<file path="config.mk">
export PLATFORM = sky130hd
export DESIGN_NAME = gauge_power_mode_status_ctrl
export DESIGN_NICKNAME = d
export VERILOG_FILES = /design/src/design/gauge_power_mode_status_ctrl.v
export VERILOG_INCLUDE_DIRS = /design/src /design/src/pkg
export SDC_FILE = /design/constraint.sdc
export NUM_CORES = 1
export LEC_CHECK = 0
export BUFFER_PORTS_ARGS = -buffer_cell sky130_fd_sc_hd__buf_2
export CORE_UTILIZATION = 56
export DETAILED_ROUTE_END_ITERATION = 7
export GPL_ROUTABILITY_DRIVEN = 0
export PLACE_DENSITY = 0.77
export SETUP_SLACK_MARGIN = 0.02
export SYNTH_ARGS = -nofsm -noshare
export SYNTH_HDL_FRONTEND = slang
export SYNTH_SLANG_ARGS = --single-unit
</file>
<file path="constraint.sdc">
create_clock -name clk_i -period 4.58 [get_ports clk_i]
set_input_delay 0.458 -clock clk_i [delete_from_list [all_inputs] [get_ports clk_i]]
set_output_delay 0.458 -clock clk_i [all_outputs]
set_load 0.1 [all_outputs]
</file>
<file path="src/pkg/gauge_pm_regs.vh">
// constants for the gauge power-mode and status controller
`ifndef GAUGE_PM_REGS_VH
`define GAUGE_PM_REGS_VH
// register offsets
`define A_CFG 4'h0
`define A_CHGV 4'h1
`define A_OTC_THR 4'h2
`define A_OTC_REC 4'h3
`define A_OTC_TIME 4'h4
`define A_OTD_THR 4'h5
`define A_OTD_TIME 4'h6
`define A_INH 4'h7
`define A_CUR 4'h8
`define A_MEAS 4'h9
`define A_CTRL 4'hA
`define A_STAT 4'hB
`define A_RSTCNT 4'hC
`define A_CAP 4'hD
`define A_TAPER 4'hE
`define A_PERIOD 4'hF
// configuration bits
`define CFG_THERMISTOR_SOURCE_SELECT 0
`define CFG_FILL_REMAINING_ON_TERMINATION 4
`define CFG_SLEEP 5
`define CFG_PFC0 11
`define CFG_PFC1 12
`define CFG_RESET 16'h0931
// control bits
`define CTL_FAST_OSCILLATOR_SLEEP_ENABLE 0
`define CTL_HIB 1
`define CTL_RESET 2
`define CTL_PARTIAL 3
`define CTL_OCV_OK 4
`define CTL_RAM_WR 5
// defaults
`define CHGV_RESET 16'h1068
`define PERIOD_RESET 16'h0FA0
`define TAPER_WINDOWS 2'h2
`define INSERT_DELAY_S 2
`define CLK_HZ 40000000
// power modes
`define M_NORMAL 3'h0
`define M_SLEEP 3'h1
`define M_FAST_OSCILLATOR_SLEEP_ENABLE 3'h2
`define M_INSERT 3'h3
`define M_HIB 3'h4
`define M_CAL 3'h5
`endif

</file>
<file path="src/design/gauge_power_mode_status_ctrl.v">
// status and power-mode controller of a single-cell battery monitor
//
// Implementation choices: strobed register access and the address map.
`timescale 1ns/100ps
`default_nettype none
`include "gauge_pm_regs.vh"
//
// Contract
// - thermistor unless source-select bit cleared
// - charge overtemp after hold, current above threshold
// - charge overtemp clears at recovery level
// - zero hold time disables that detection
// - discharge overtemp after hold, current low
// - charging voltage programmable, default 4200 mV
// - termination: two taper windows plus voltage
// - termination fills remaining capacity if enabled
// - function 1: pin high outside inhibit range
// - pin low again inside hysteresis band
// - functions 0/2: temperature sampled on query (only while charging; every cycle otherwise)
// - normal mode when no other mode
// - sleep entry after autocalibration when enabled
// - sleep exit on current or wake
// - fast-wake sleep on control bit, low current
// - fast-wake exit on bus, current, wake
// - wait insertion, then measure, assert good
// - insertion wait wakes for host commands
// - deep low-power after request, ocv, current, or when voltage below taper_q
// - deep low-power left only by addressed command
// - software reset classified and counted
// - partial reset checks ram checksum
// - two-bit function code, default function 1
module gauge_power_mode_status_ctrl #(
   parameter INSERT_CYCLES = `INSERT_DELAY_S * `CLK_HZ
) (
   input wire clk_i,
   input wire nrst_i,
   input wire [3:0] addr_i,
   input wire [15:0] wdata_i,
   input wire wr_i,
   input wire rd_i,
   output reg [15:0] rdata_o,
   input wire [15:0] thermistor_input_i,
   input wire [15:0] internal_temp_i,
   input wire [15:0] voltage_i,
   input wire [15:0] avg_current_i,
   input wire [15:0] cap_change_i,
   input wire taper_tick_i,
   input wire wake_i,
   input wire bus_addressed_i,
   input wire battery_present_i,
   input wire ext_power_i,
   input wire temp_query_i,
   input wire cal_done_i,
   input wire link_scl_i,
   output reg battery_status_pin_o,
   output reg battery_good_o,
   output reg charge_overtemp_flag_o,
   output reg discharge_overtemp_flag_o,
   output reg charging_o,
   output reg measure_tick_o,
   output reg cal_start_o,
   output reg ram_reinit_o,
   output reg [2:0] mode_o
);
   // configuration and thresholds (signed temperatures, currents)
   reg [15:0] cfg_q, chgv_q, otc_thr_q, otc_rec_q, otc_time_q, otd_thr_q, otd_time_q;
   reg [15:0] inh_q, cur_q, meas_q, ctrl_q, cap_q, taper_q, period_q;
   reg [15:0] temp_q, otc_cnt_q, otd_cnt_q, per_cnt_q, rst_cnt_q, ram_sum_q, ram_val_q;
   reg [31:0] ins_cnt_q;
   reg [1:0] taper_cnt_q;
   reg [1:0] scl_s_q;
   reg scl_prev_q;
   reg [1:0] pres_s_q;
   reg [1:0] wake_s_q;
   reg [1:0] ext_s_q;
   reg charge_inh_q;
   wire [15:0] raw_temp;
   wire [1:0] pin_func;
   wire sleep_req, insert_done, fast_oscillator_sleep_enable_req, hib_req;
   wire scl_edge;

   // signed compare helper
   function ge_s;
      input [15:0] a;
      input [15:0] b;
      begin
         ge_s = ($signed(a) >= $signed(b));
      end
   endfunction

   assign pin_func = {cfg_q[`CFG_PFC1], cfg_q[`CFG_PFC0]};
   assign raw_temp = cfg_q[`CFG_THERMISTOR_SOURCE_SELECT] ? thermistor_input_i : internal_temp_i;
   // current below sleep threshold (cur_q low byte = sleep current)
   assign sleep_req = $signed(avg_current_i) < $signed({8'h00, cur_q[7:0]});
   assign fast_oscillator_sleep_enable_req = ctrl_q[`CTL_FAST_OSCILLATOR_SLEEP_ENABLE] & sleep_req;
   assign hib_req = (ctrl_q[`CTL_HIB] & ctrl_q[`CTL_OCV_OK]
                     & ($signed(avg_current_i) < $signed({8'h00, cur_q[15:8]})
                     & $signed(avg_current_i) > -$signed({8'h00, cur_q[15:8]})))
                    | ($signed(voltage_i) < $signed(taper_q));
   assign insert_done = (ins_cnt_q == 32'h0);
   assign scl_edge = scl_s_q[1] & ~scl_prev_q;

   // taper window evaluation
   wire taper_ok = ($signed(avg_current_i) < $signed({8'h00, taper_q[7:0]}))
                   & (cap_change_i > {8'h00, taper_q[15:8]});
   wire term_now = taper_tick_i & taper_ok & (taper_cnt_q == `TAPER_WINDOWS - 2'h1)
                   & (voltage_i > chgv_q - meas_q);
   // inhibit window: low/high from the measurement-offset register
   wire [7:0] chgv_lo = cfg_q[15] ? 8'h00 : ram_val_q[7:0];
   wire [7:0] chgv_hi = ram_val_q[15:8];
   wire signed [15:0] hys = {12'h000, cfg_q[14:13], 2'h0};

   // synchronisers for pin-level inputs
   always @(posedge clk_i or negedge nrst_i)
   begin
      if (!nrst_i)
      begin
         scl_s_q <= 2'h0;
         scl_prev_q <= 1'b0;
         pres_s_q <= 2'h0;
         wake_s_q <= 2'h0;
         ext_s_q <= 2'h0;
      end
      else
      begin
         scl_s_q <= {scl_s_q[0], link_scl_i};
         scl_prev_q <= scl_s_q[1];
         pres_s_q <= {pres_s_q[0], battery_present_i};
         wake_s_q <= {wake_s_q[0], wake_i};
         ext_s_q <= {ext_s_q[0], ext_power_i};
      end
   end

   // register writes and bus reads
   always @(posedge clk_i or negedge nrst_i)
   begin
      if (!nrst_i)
      begin
         cfg_q <= `CFG_RESET;
         chgv_q <= `CHGV_RESET;
         otc_thr_q <= 16'h0000;
         otc_rec_q <= 16'h0000;
         otc_time_q <= 16'h0000;
         otd_thr_q <= 16'h0000;
         otd_time_q <= 16'h0000;
         inh_q <= 16'h0000;
         cur_q <= 16'h0000;
         meas_q <= 16'h0000;
         ctrl_q <= 16'h0000;
         cap_q <= 16'h0000;
         taper_q <= 16'h0000;
         period_q <= `PERIOD_RESET;
         rdata_o <= 16'h0000;
      end
      else
      begin
         ctrl_q[`CTL_RESET] <= 1'b0;
         ctrl_q[`CTL_RAM_WR] <= 1'b0;
         if (wr_i)
         begin
            case (addr_i)
               `A_CFG: cfg_q <= wdata_i;
               `A_CHGV: chgv_q <= wdata_i;
               `A_OTC_THR: otc_thr_q <= wdata_i;
               `A_OTC_REC: otc_rec_q <= wdata_i;
               `A_OTC_TIME: otc_time_q <= wdata_i;
               `A_OTD_THR: otd_thr_q <= wdata_i;
               `A_OTD_TIME: otd_time_q <= wdata_i;
               `A_INH: inh_q <= wdata_i;
               `A_CUR: cur_q <= wdata_i;
               `A_MEAS: meas_q <= wdata_i;
               `A_CTRL: ctrl_q <= wdata_i;
               `A_TAPER: taper_q <= wdata_i;
               `A_PERIOD: period_q <= wdata_i;
               default: ;
            endcase
         end
         if (charging_o & term_now & cfg_q[`CFG_FILL_REMAINING_ON_TERMINATION])
            cap_q <= {8'h00, cap_q[15:8]} << 8 | {8'h00, cap_q[15:8]};
         else if (wr_i && addr_i == `A_CAP)
            cap_q <= wdata_i;
         if (rd_i)
         begin
            case (addr_i)
               `A_CFG: rdata_o <= cfg_q;
               `A_CHGV: rdata_o <= chgv_q;
               `A_CTRL: rdata_o <= ctrl_q;
               `A_STAT: rdata_o <= {5'h00, battery_good_o, battery_status_pin_o, charging_o,
                  discharge_overtemp_flag_o, charge_overtemp_flag_o, 3'h0, mode_o};
               `A_MEAS: rdata_o <= temp_q;
               `A_RSTCNT: rdata_o <= rst_cnt_q;
               `A_CAP: rdata_o <= cap_q;
               `A_PERIOD: rdata_o <= period_q;
               default: rdata_o <= 16'h0000;
            endcase
         end
      end
   end

   // temperature tracking, flags, termination
   always @(posedge clk_i or negedge nrst_i)
   begin
      if (!nrst_i)
      begin
         temp_q <= 16'h0000;
         otc_cnt_q <= 16'h0000;
         otd_cnt_q <= 16'h0000;
         charge_overtemp_flag_o <= 1'b0;
         discharge_overtemp_flag_o <= 1'b0;
         charging_o <= 1'b0;
         taper_cnt_q <= 2'h0;
         charge_inh_q <= 1'b0;
         battery_status_pin_o <= 1'b0;
      end
      else
      begin
         // on-query sampling while charging in functions 0/2
         if (!(charging_o && pin_func != 2'h1) || temp_query_i)
            temp_q <= raw_temp;
         if ($signed(avg_current_i) > 0)
            charging_o <= 1'b1;
         if (taper_tick_i)
            taper_cnt_q <= taper_ok ? ((taper_cnt_q == `TAPER_WINDOWS) ? taper_cnt_q
                                       : taper_cnt_q + 2'h1) : 2'h0;
         if (charging_o & term_now)
            charging_o <= 1'b0;
         if (charging_o && ge_s(temp_q, otc_thr_q) && otc_time_q != 16'h0000
             && $signed(avg_current_i) > $signed({8'h00, inh_q[7:0]}))
            otc_cnt_q <= (otc_cnt_q == otc_time_q) ? otc_cnt_q : otc_cnt_q + 16'h0001;
         else
            otc_cnt_q <= 16'h0000;
         // zero hold time never sets flag
         if (otc_time_q != 16'h0000 && otc_cnt_q == otc_time_q)
            charge_overtemp_flag_o <= 1'b1;
         else if (!ge_s(temp_q, otc_rec_q + 16'h0001) || otc_time_q == 16'h0000)
            charge_overtemp_flag_o <= 1'b0;
         if (!charging_o && ge_s(temp_q, otd_thr_q) && otd_time_q != 16'h0000
             && $signed(avg_current_i) <= -$signed({8'h00, inh_q[15:8]}))
            otd_cnt_q <= (otd_cnt_q == otd_time_q) ? otd_cnt_q : otd_cnt_q + 16'h0001;
         else
            otd_cnt_q <= 16'h0000;
         if (otd_time_q != 16'h0000 && otd_cnt_q == otd_time_q)
            discharge_overtemp_flag_o <= 1'b1;
         else if (otd_time_q == 16'h0000 || !ge_s(temp_q, otd_thr_q))
            discharge_overtemp_flag_o <= 1'b0;
         // inhibit outside thresholds (cfg_q bits 14:13 set hysteresis, in steps of 4)
         if ($signed(temp_q) < $signed({{8{chgv_lo[7]}}, chgv_lo})
             || $signed(temp_q) > $signed({{8{chgv_hi[7]}}, chgv_hi}))
            charge_inh_q <= 1'b1;
         else if ($signed(temp_q) >= $signed({{8{chgv_lo[7]}}, chgv_lo}) + hys
                  && $signed(temp_q) <= $signed({{8{chgv_hi[7]}}, chgv_hi}) - hys)
            charge_inh_q <= 1'b0;
         battery_status_pin_o <= (pin_func == 2'h1) ? (charge_inh_q | ~battery_good_o)
                                                    : ~battery_good_o;
      end
   end
   // power mode sequencer
   always @(posedge clk_i or negedge nrst_i)
   begin
      if (!nrst_i)
      begin
         mode_o <= `M_NORMAL;
         per_cnt_q <= 16'h0000;
         ins_cnt_q <= 32'h0;
         measure_tick_o <= 1'b0;
         cal_start_o <= 1'b0;
         battery_good_o <= 1'b0;
      end
      else
      begin
         measure_tick_o <= 1'b0;
         cal_start_o <= 1'b0;
         if (mode_o == `M_SLEEP || mode_o == `M_FAST_OSCILLATOR_SLEEP_ENABLE)
         begin
            per_cnt_q <= (per_cnt_q >= period_q) ? 16'h0000 : per_cnt_q + 16'h0001;
            measure_tick_o <= (per_cnt_q >= period_q);
         end
         else
         begin
            per_cnt_q <= 16'h0000;
            measure_tick_o <= (mode_o == `M_NORMAL);
         end
         case (mode_o)
            `M_NORMAL:
               if (!pres_s_q[1] && ext_s_q[1])
               begin
                  mode_o <= `M_INSERT;
                  battery_good_o <= 1'b0;
               end
               else if (hib_req)
               begin
                  mode_o <= `M_HIB;
                  battery_good_o <= 1'b0;
               end
               else if (fast_oscillator_sleep_enable_req)
                  mode_o <= `M_FAST_OSCILLATOR_SLEEP_ENABLE;
               else if (cfg_q[`CFG_SLEEP] && sleep_req)
               begin
                  mode_o <= `M_CAL;
                  cal_start_o <= 1'b1;
               end
            `M_CAL:
               if (!sleep_req || wake_s_q[1])
                  mode_o <= `M_NORMAL;
               else if (cal_done_i)
                  mode_o <= `M_SLEEP;
            `M_SLEEP:
               if (!sleep_req || wake_s_q[1])
                  mode_o <= `M_NORMAL;
            `M_FAST_OSCILLATOR_SLEEP_ENABLE:
               if (bus_addressed_i || scl_edge || !sleep_req || wake_s_q[1])
                  mode_o <= `M_NORMAL;
            `M_INSERT:
               if (pres_s_q[1])
               begin
                  if (ins_cnt_q == 32'h0 && !battery_good_o)
                     ins_cnt_q <= ext_s_q[1] ? 32'h1 : INSERT_CYCLES;
                  else if (ins_cnt_q > 32'h1)
                     ins_cnt_q <= ins_cnt_q - 32'h1;
                  else
                  begin
                     ins_cnt_q <= 32'h0;
                     battery_good_o <= 1'b1;
                     mode_o <= `M_NORMAL;
                  end
               end
               else
                  measure_tick_o <= bus_addressed_i;
            `M_HIB:
               if (bus_addressed_i)
                  mode_o <= `M_INSERT;
            default: mode_o <= `M_NORMAL;
         endcase
      end
   end

   // reset classification and ram checksum
   always @(posedge clk_i or negedge nrst_i)
   begin
      if (!nrst_i)
      begin
         rst_cnt_q <= 16'h0000;
         ram_sum_q <= 16'h0000;
         ram_val_q <= 16'h0000;
         ram_reinit_o <= 1'b0;
      end
      else
      begin
         ram_reinit_o <= 1'b0;
         // checksum refreshed on every ram write
         if (wr_i && addr_i == `A_MEAS)
         begin
            ram_val_q <= wdata_i;
            ram_sum_q <= ~wdata_i;
         end
         if (wr_i && addr_i == `A_CTRL && wdata_i[`CTL_RESET])
         begin
            if (wdata_i[`CTL_PARTIAL])
            begin
               rst_cnt_q[7:0] <= rst_cnt_q[7:0] + 8'h01;
               if (ram_sum_q != ~ram_val_q)
               begin
                  ram_reinit_o <= 1'b1;
                  ram_val_q <= 16'h0000;
                  ram_sum_q <= 16'hFFFF;
               end
            end
            else
            begin
               rst_cnt_q[15:8] <= rst_cnt_q[15:8] + 8'h01;
               ram_reinit_o <= 1'b1;
               ram_val_q <= 16'h0000;
               ram_sum_q <= 16'hFFFF;
            end
         end
      end
   end
endmodule // gauge_power_mode_status_ctrl
`default_nettype wire

</file>
# [After elaboration in Yosys (flattened, before gate mapping)]
# Index checks and enable logic that the tools add are counted.
[totals] ff_bits=407 inputBits=112 output_inout_bits=27 wordCells=261
[op_classes] addsub=13 n_lt_le_gt_ge=19 n_eq_ne=39 mux=65 bitwise=19 n_reduce_logical=65
[ops] op="2-to-1 mux 16 bit" n=17
[ops] op="case mux 16 bit (8 select lines)" n=1
[ops] op="adder 16 x 1 -> 16 bit, second input constant" n=4
[ops] op="greater-or-equal comparator 16 bit" n=4
[ops] op="2-to-1 mux 32 bit" n=2
[ops] op="< comparator 16 x 9 -> 1 bit" n=3
[ops] op="2-to-1 mux 3 bit" n=12
[ops] op="AND reduction 2 bit" n=17
[ops] op="== test 16 bit" n=2
[ops] op="== test 4 bit, second input constant" n=8
[ops] op="> comparator 16 bit" n=2
[ops] op="> comparator 16 x 8 -> 1 bit" n=2
[ops] op="> comparator 32 x 1 -> 1 bit, second input constant" n=1
[ops] op="zero test 16 bit" n=2
[ops] op="zero test 32 bit" n=1
[ops] op="negation 8 -> 16 bit" n=2
[ops] op="NOT 16 bit" n=2
[ops] op="nonzero test 16 bit" n=2
[ops] op="subtractor 32 x 1 -> 32 bit, second input constant" n=1
[ops] op="2-to-1 mux 27 bit" n=1
[ops] op="2-to-1 mux 1 bit" n=25
[ops] op="case mux 3 bit (6 select lines)" n=1
[ops] op="logical AND 1 bit" n=17
[ops] op="adder 8 x 1 -> 8 bit, second input constant" n=2
[ops] op="40 further kinds" n=89

# [Depth between registers and ports, before layout]
# Gate-level depths: netlist (run 1).
[depth] word_depth=8 ltp_mapped=22 ltp_nobuf=21

# [Worst setup path before layout (run 1)]
# Ideal clock, no wire load.
[synth_path] kind="register to register" startpoint="register chgv_q[0]" endpoint="register cap_q[15]" setup_time_ps=125 arrival_ps=4174 required_time_ps=4455 path_slack_ps=281 stages_incl_launch_ff=20 n_path_buf=1 synth_period_minus_slack_ps=4299 cell_sequence="dfrtp_1 inv_1 ha_1 inv_1 fa_1 a21o_1 a21oi_1 o21ai_0 a31oi_1 nor2b_1 xor2_1 ha_1 and3_1 a221o_1 a211o_1 o21a_1 nand3_1 and2_1 clkbuf_1 mux2_2"
[synth_via] elab_chain_cells=6 elab_cells_between_ends=7 classes_between="add/sub: 1; order compare: 1; mux: 1; bitwise: 3; reduce/logical: 1"
[synth_lines] element="from (decl)" line="gauge_power_mode_status_ctrl.v:66" text="reg [15:0] cfg_q, chgv_q, otc_thr_q, otc_rec_q, otc_time_q, otd_thr_q, otd_time_q;"
[synth_lines] element="from (signal assigned)" line="gauge_power_mode_status_ctrl.v:140" text="chgv_q <= `CHGV_RESET;"
[synth_lines] element="from (signal assigned)" line="gauge_power_mode_status_ctrl.v:163" text="`A_CHGV: chgv_q <= wdata_i;"
[synth_lines] element="subtractor 16 bit (*)" line="gauge_power_mode_status_ctrl.v:107" text="& (voltage_i > chgv_q - meas_q);"
[synth_lines] element="> comparator 16 bit (*)" line="gauge_power_mode_status_ctrl.v:107"
[synth_lines] element="AND 1 bit (*)" line="gauge_power_mode_status_ctrl.v:106" text="wire term_now = taper_tick_i & taper_ok & (taper_cnt_q == `TAPER_WINDOWS - 2'h1)"
[synth_lines] element="AND 1 bit (*) (2 in a row)" line="gauge_power_mode_status_ctrl.v:178" text="if (charging_o & term_now & cfg_q[`CFG_FILL_REMAINING_ON_TERMINATION])"
[synth_lines] element="2-to-1 mux 16 bit / nonzero test 2 bit (equally long branches)"
[synth_lines] element="to (signal assigned)" line="gauge_power_mode_status_ctrl.v:179" text="cap_q <= {8'h00, cap_q[15:8]} << 8 | {8'h00, cap_q[15:8]};"
[synth_lines] element="to (signal assigned)" line="gauge_power_mode_status_ctrl.v:181" text="cap_q <= wdata_i;"
[synth_lines] element="to (decl)" line="gauge_power_mode_status_ctrl.v:67" text="reg [15:0] inh_q, cur_q, meas_q, ctrl_q, cap_q, taper_q, period_q;"
# Every way passes the cells marked *; elsewhere a longest branch is shown, timed or not.
# A chain may end at the register's enable or synchronous reset.

# [Worst setup path in the final report (run 1)]
[layout_path] startpoint="register chgv_q[0]" endpoint="register cap_q[13]"
# Same word-level chain as after synthesis.

==> results of run 1 <==
-- per-stage QoR --
stage | setup TNS (ps) | setup slack [ps] | std cells | util, % | cell area [sq um]
floorplan | 0 | 281 | 2501 | - | 24500
global route | -166 | -33.9 | 3247 | 63.5 | 27300
detailed placement | 0 | 9.11 | 3155 | 59.9 | 25800
CTS | 0 | 47.9 | 3242 | 63.3 | 27300
finish | 0 | 206 | 3247 | 63.5 | 27300
global placement | 0 | 171 | 3155 | 59.9 | 25800
-- cell usage in the layout (no fill, tap or decap), types with 9 or more instances in the layout --
master / count
buf_2: 137
a21oi_1: 117
and3_1: 38
o211ai_1: 14
nand3_1: 61
ha_1: 257
xnor2_1: 69
buf_4: 24
nand4_1: 39
a21o_1: 45
nand2b_1: 25
o21ai_0: 180
nor4_1: 35
dfrtp_1: 392
a211oi_1: 9
mux2_2: 144
mux2i_1: 25
dfstp_2: 15
xor2_1: 83
clkbuf_1: 15
a31oi_1: 15
nor3_1: 45
o22ai_1: 16
o31ai_1: 10
o21a_1: 21
a22oi_1: 39
nand2_1: 217
nor2b_1: 28
nor2_1: 156
inv_1: 179
clkbuf_16: 46
-- where the power goes --
group	internal, mW	switching (mW)	leakage [nW]
clock	2.09	1.52	0.703
combinational	2.09	2.82	6.91
sequential	4.38	0.895	5.07
-- layer usage --
metal	wire, microns	part of all wire, %	GRT usage [%]	up-vias
met4	3770	5.4	17.4	2
met5	11	0.016	0	-
met2	33100	47	52.8	835
met3	5050	7.2	4.79	215
met1	28400	40	41.4	9863
li1	-	-	-	9136
-- cell type report --
class / count / area, sq um
clock inverter: 15 / 150
fill: 3436 / 15700
inverter: 180 / 676
multi-input combinational: 1819 / 13300
tap: 585 / 732
timing repair buffer: 169 / 981
sequential: 407 / 10200
clock buffer: 68 / 1300
antenna: 4 / 10.0
-- what timing repair did --
action,CTS,global route
setup buffers,0,1
pin swaps,0,2
hold buffers,4,0
gates resized for setup,1,8
endpoints found under the hold margin,4,0
endpoints found under the setup margin,8,16
-- synth_stat cells, types with 8 or more instances --
library cell / n / area share [%]
xor2_1: 83 / 3.0
a221oi_1: 8 / 0.29
a31oi_1: 16 / 0.41
clkbuf_1: 89 / 1.4
and4_1: 8 / 0.29
nor3_1: 47 / 0.96
o31ai_1: 11 / 0.34
mux2_2: 144 / 6.6
mux2i_1: 25 / 1.0
nor2b_1: 28 / 0.72
o211ai_1: 14 / 0.43
ha_1: 257 / 13
nand4_1: 39 / 1.0
a21oi_1: 119 / 2.4
and3_1: 38 / 0.97
inv_1: 179 / 2.7
a22oi_1: 39 / 1.2
nand3_1: 61 / 1.2
o21ai_0: 182 / 3.7
dfstp_2: 15 / 1.6
nand2b_1: 25 / 0.64
o21a_1: 21 / 0.64
and2_1: 9 / 0.23
o22ai_1: 16 / 0.41
a21o_1: 45 / 1.4
xnor2_1: 69 / 2.5
a222oi_1: 8 / 0.33
nor2_1: 157 / 2.4
dfrtp_1: 392 / 40
nor4_1: 36 / 0.92
a211oi_1: 9 / 0.28
nand2_1: 217 / 3.3
-- logic make-up after synthesis --
logic type      share of synthesized area, %
compound gates                          13.8
xor+xnor                                5.44
fa+ha+maj                               13.4
buf+inv                                 4.23
flops                                   41.7
mux                                     7.65
simple gates                            13.7
-- worst max path at each step --
stage / startpoint / end / slack, ps / depth (start not counted)
floorplan: chgv_q[0] / cap_q[15] / 280 / 19
global placement: chgv_q[0] / cap_q[10] / 170 / 18
detailed placement: chgv_q[1] / cap_q[13] / 9 / 18
CTS: chgv_q[1] / cap_q[13] / 50 / 18
global route: chgv_q[0] / cap_q[13] / -30 / 21
finish: chgv_q[0] / cap_q[13] / 210 / 18
==> impl_metrics.tcl, run 1 <==
set metrics [dict create \
    antenna_found_initial 6 \
    r2r_cells 18 \
    start_util_pct 56.8 \
    start_kind "flop" \
    die_h_microns 211 \
    cp_cell_sequence "inv_1 > ha_1 > inv_1 > fa_1 > a21o_1 > a21oi_2 > o21ai_1 > a31oi_2 > nor2b_1 > xor2_1 > ha_1 > and3_1 > a221o_1 > a211o_1 > o21a_1 > nand3_1 > and2_4 > mux2_2" \
    overflow 0 \
    grt_usage_pct 32.3 \
    synth_cells 2501 \
    fin_skew_ps 22.6 \
    yosysSeqAreaShare_pct 41.7 \
    cts_root_buffer "clkbuf_16" \
    grt_pass1_wl_microns 111000 \
    dr.pass1.iters 6 \
    row_count 76 \
    outcome "finished with violations" \
    synth-seq-cells 407 \
    crit_slowest_cell "fa_1" \
    finalWirelength_microns 70400 \
    totalPowerFinal_mw 13.8 \
    clkLatencyLatePin_ps 580 \
    die_area_sq_um 44500 \
    avgSynthCellArea_sq_um 9.78 \
    io_pins 139 \
    ys.flop_type "dfrtp_1" \
    finalSetupViolCount 0 \
    power.leakage_nw 12.7 \
    synth_edf_count 0 \
    cts.clk_slew.worst_paths_ps 60 \
    violations "hold timing" \
    relSlewSlack_pct 12.0 \
    finalHoldViolations 23 \
    synth_nets 2873 \
    final_nets 2994 \
    grt_pass1_vias 20100 \
    ys_async_sr_fraction_pct 100 \
    layout-drive-gt1-share_pct 15.6 \
    clockBufferDepth 3 \
    regMostFlops "ins_cnt_q" \
    holdWs_ps -19.3 \
    wl_per_cell_microns 21.7 \
    report.final.slew_viol_count 0 \
    ir_worst_vdd_mv 0.465 \
    fin_crit_ps 4370 \
    critical_path.endpoint_type "flop" \
    critPathMaxStageDelay_ps 410 \
    cts_tree "built" \
    drv_cap 0 \
    critical_path.max_fanout 8 \
    routed_via_density 6.18 \
    hpwl_microns 49200 \
    max_freq_mhz 229 \
    r2r-start "chgv_q[0]" \
    hold_class "in -> async" \
    ant_nets 0 \
    drc_errors 0 \
    worst_pin_slew_ps 1320 \
    critical_path.top_delay_family "compound AO/OA/AOI/OAI gates" \
    portBuffers 138 \
    post-route-period-util_pct 95.5 \
    p_per_area_nw_per_um2 505 \
    h-tree-depth 2 \
    largest_register_ffs 32 \
    r2r-end "cap_q[13]" \
    syn-cell-area_sq_um 24500 \
    ys_types 72 \
    required_ps 5040 \
    rrSetupSlack_ps 210 \
    syn2layout_area_growth_pct 11.8 \
    drtIter0Drc 1803 \
    path_buf_inv 2 \
    cts_sinks 407 \
    die_x_microns 211 \
    worstSetupPathType "reg -> reg" \
    vias 20100 \
    cp.arrival_ps 4830 \
    grt_max_degree 113 \
    cts_made_buffers 45 \
    yosysWarnings 0 \
    coreArea_sq_um 43100 \
]
Power figures use the tool's default switching activity.
==> inputs of run 2 (changes only) <==
PLACE_DENSITY = unset   (was 0.77)
PLACE_DENSITY_LB_ADDON = 0.25   (was unset)
==> run 2 against run 1 <==
The flow now finishes without violations; flip-flop and latch count did not move; worst setup slack improved by 14 ps; fmax rose by 0.33%; routed wire length barely moved; final cell count rose by 0.15%; sequential power barely moved; combinational power barely moved; clock power rose by 1%; critical endpoint is now cap_q[15]; largest power group unchanged.
==> impl_metrics.tcl, run 2 (synthesis results as in run 1) <==
set metrics [dict create \
    report.final.slew_viol_count 0 \
    cp.arrival_ps 4810 \
    relSlewSlack_pct 24.9 \
    required_ps 5030 \
    fin_skew_ps 27.7 \
    mostFrequentLayoutCells "392 x dfrtp_1, 257 x ha_1, 217 x nand2_1" \
    fin_util_pct 63.6 \
    hold_class "in -> reg" \
    critPathMaxStageDelay_ps 400 \
    routed_via_density 6.12 \
    cts_root_buffer "clkbuf_16" \
    fin_area_sq_um 27400 \
    dpl.cell_count 3160 \
    dr.pass1.iters 8 \
    syn2layout_area_growth_pct 12.0 \
    hold_start "thermistor_input_i[1]" \
    rrSetupSlack_ps 220 \
    antenna_found_initial 8 \
    portBuffers 138 \
    outcome "finished clean" \
    overflow 0 \
    row_count 76 \
    finalSetupViolCount 0 \
    final_critical_path_setup_slack_ps 220 \
    coreArea_sq_um 43100 \
    grt_pass1_vias 19800 \
    finalWirelength_microns 70400 \
    grt_pass1_wl_microns 109000 \
    crit_slowest_cell "fa_1" \
    holdPathStages 3 \
    layout-drive-gt1-share_pct 15.9 \
    clockBufferDepth 3 \
    grt_usage_pct 32.2 \
    die_area_sq_um 44500 \
    cts_made_buffers 45 \
    ant_nets 0 \
    worstSetupPathType "reg -> reg" \
    num-fill-cells 3501 \
    fin_setup_tns_ps 0 \
    critical_path.endpoint_type "flop" \
    path_buf_inv 3 \
    post-route-period-util_pct 95.2 \
    post_dp_cell_area_sq_um 25800 \
    pre_cts_ws_ps 32.5 \
    start_kind "flop" \
    r2r-start "chgv_q[0]" \
    worst_pin_slew_ps 1130 \
    drc_errors 0 \
    cts.clk_slew.worst_paths_ps 60 \
    vias 19900 \
    layout_commonest_cell "dfrtp_1" \
    cts_tree "built" \
    max_freq_mhz 229 \
    grt_max_degree 105 \
    clkLatencyLatePin_ps 600 \
    ir_worst_vdd_mv 0.457 \
    holdPathEnd "temp_q[1]" \
    regMostFlops "ins_cnt_q" \
    r2r-end "cap_q[15]" \
    drv_cap 0 \
    wl_per_cell_microns 21.6 \
    cp_cell_sequence "inv_1 > ha_1 > inv_1 > fa_1 > a21o_1 > a21oi_4 > o21ai_1 > a31oi_2 > buf_4 > nor2b_1 > xor2_1 > ha_1 > and3_1 > a221o_1 > a211o_1 > o21a_1 > nand3_1 > and2_4 > mux2_2" \
    die_h_microns 211 \
    largest_register_ffs 32 \
    finalNonFillerCells 3252 \
    finalHoldViolations 0 \
    p_per_area_nw_per_um2 504 \
    io_pins 139 \
    critical_path.max_fanout 8 \
    hpwl_microns 49300 \
    final_nets 3001 \
    critical_path.top_delay_family "compound AO/OA/AOI/OAI gates" \
    fin_crit_ps 4360 \
    rsz0062_at_grt "false" \
    start_util_pct 56.8 \
    h-tree-depth 2 \
    r2r_cells 19 \
    drtIter0Drc 1575 \
    cts_sinks 407 \
    power.leakage_nw 12.7 \
    die_x_microns 211 \
]
==> run 2: cell types whose count changed in the layout (fill, tap and decap cells not counted), sizes merged <==
cell	change
clkbuf	-5
inv	+1
diode	-1
buf	+6
clkinvlp	-2
clkinv	+5
dlygate4sd3	+1
==> run 2: timing repair <==
action / CTS / global route
pin swaps: 0 / 2
resized for setup: 1 / 7
hold buffers: 5 / 0
setup endpoints to repair: 2 / 16
setup buffers: 0 / 1
hold endpoints to repair: 76 / 0
==> run 2: per-layer routing <==
layer / track usage, % / share of wire, % / up-vias
met3: 5.35 / 7.4 / 194
li1: - / - / 9144
met2: 53.1 / 47 / 777
met4: 15.4 / 4.8 / 8
met5: 1.00 / 0.12 / -
met1: 41.1 / 40 / 9781
==> run 2: final cells by class <==
cell class	count	area, sq um	share of cell area (%)
clock inverter	19	165	0.603
inverter	180	676	2.47
sequential	407	10200	37.2
timing repair buffer	176	1030	3.75
clock buffer	63	1320	4.81
tap	585	732	2.67
multi-input combinational	1819	13300	48.4
antenna	3	7.51	0.0274
==> run 2: worst max path at each step <==
stage                    from         to  cells past startpoint  slack (ps)
CTS                 chgv_q[0]  cap_q[15]                     18         100
detailed placement  chgv_q[0]  cap_q[15]                     18          30
finish              chgv_q[0]  cap_q[15]                     19         220
global route        chgv_q[1]  cap_q[15]                     18          20
floorplan           chgv_q[0]  cap_q[15]                     19         280
global placement    chgv_q[0]  cap_q[10]                     18         170
==> run 2: report_power, final <==
| group | internal [mW] | switching, mW | total (mW) |
|---|---|---|---|
| clock | 2.12 | 1.53 | 3.65 |
| combinational | 2.09 | 2.83 | 4.92 |
| sequential | 4.38 | 0.865 | 5.24 |
==> run 2: worst reg2reg max path, delay by kind of cell (launching register included) <==
family	cells	cell delay (ps)
adder cells (fa/ha/maj)	3	820
flip-flops	1	390
multiplexers	1	350
AND/OR/NAND/NOR	4	660
AO/OA/AOI/OAI	7	1580
XOR/XNOR	1	170
buffers and inverters	3	260
==> run 2: through the flow <==
stage                     hold WS (ps)  total power [mW]
after global placement             335              9.77
after detailed placement           338              10.1
after floorplan                    162              8.60
final                              177              13.8
after global routing               193              14.7
after CTS                          160              13.8
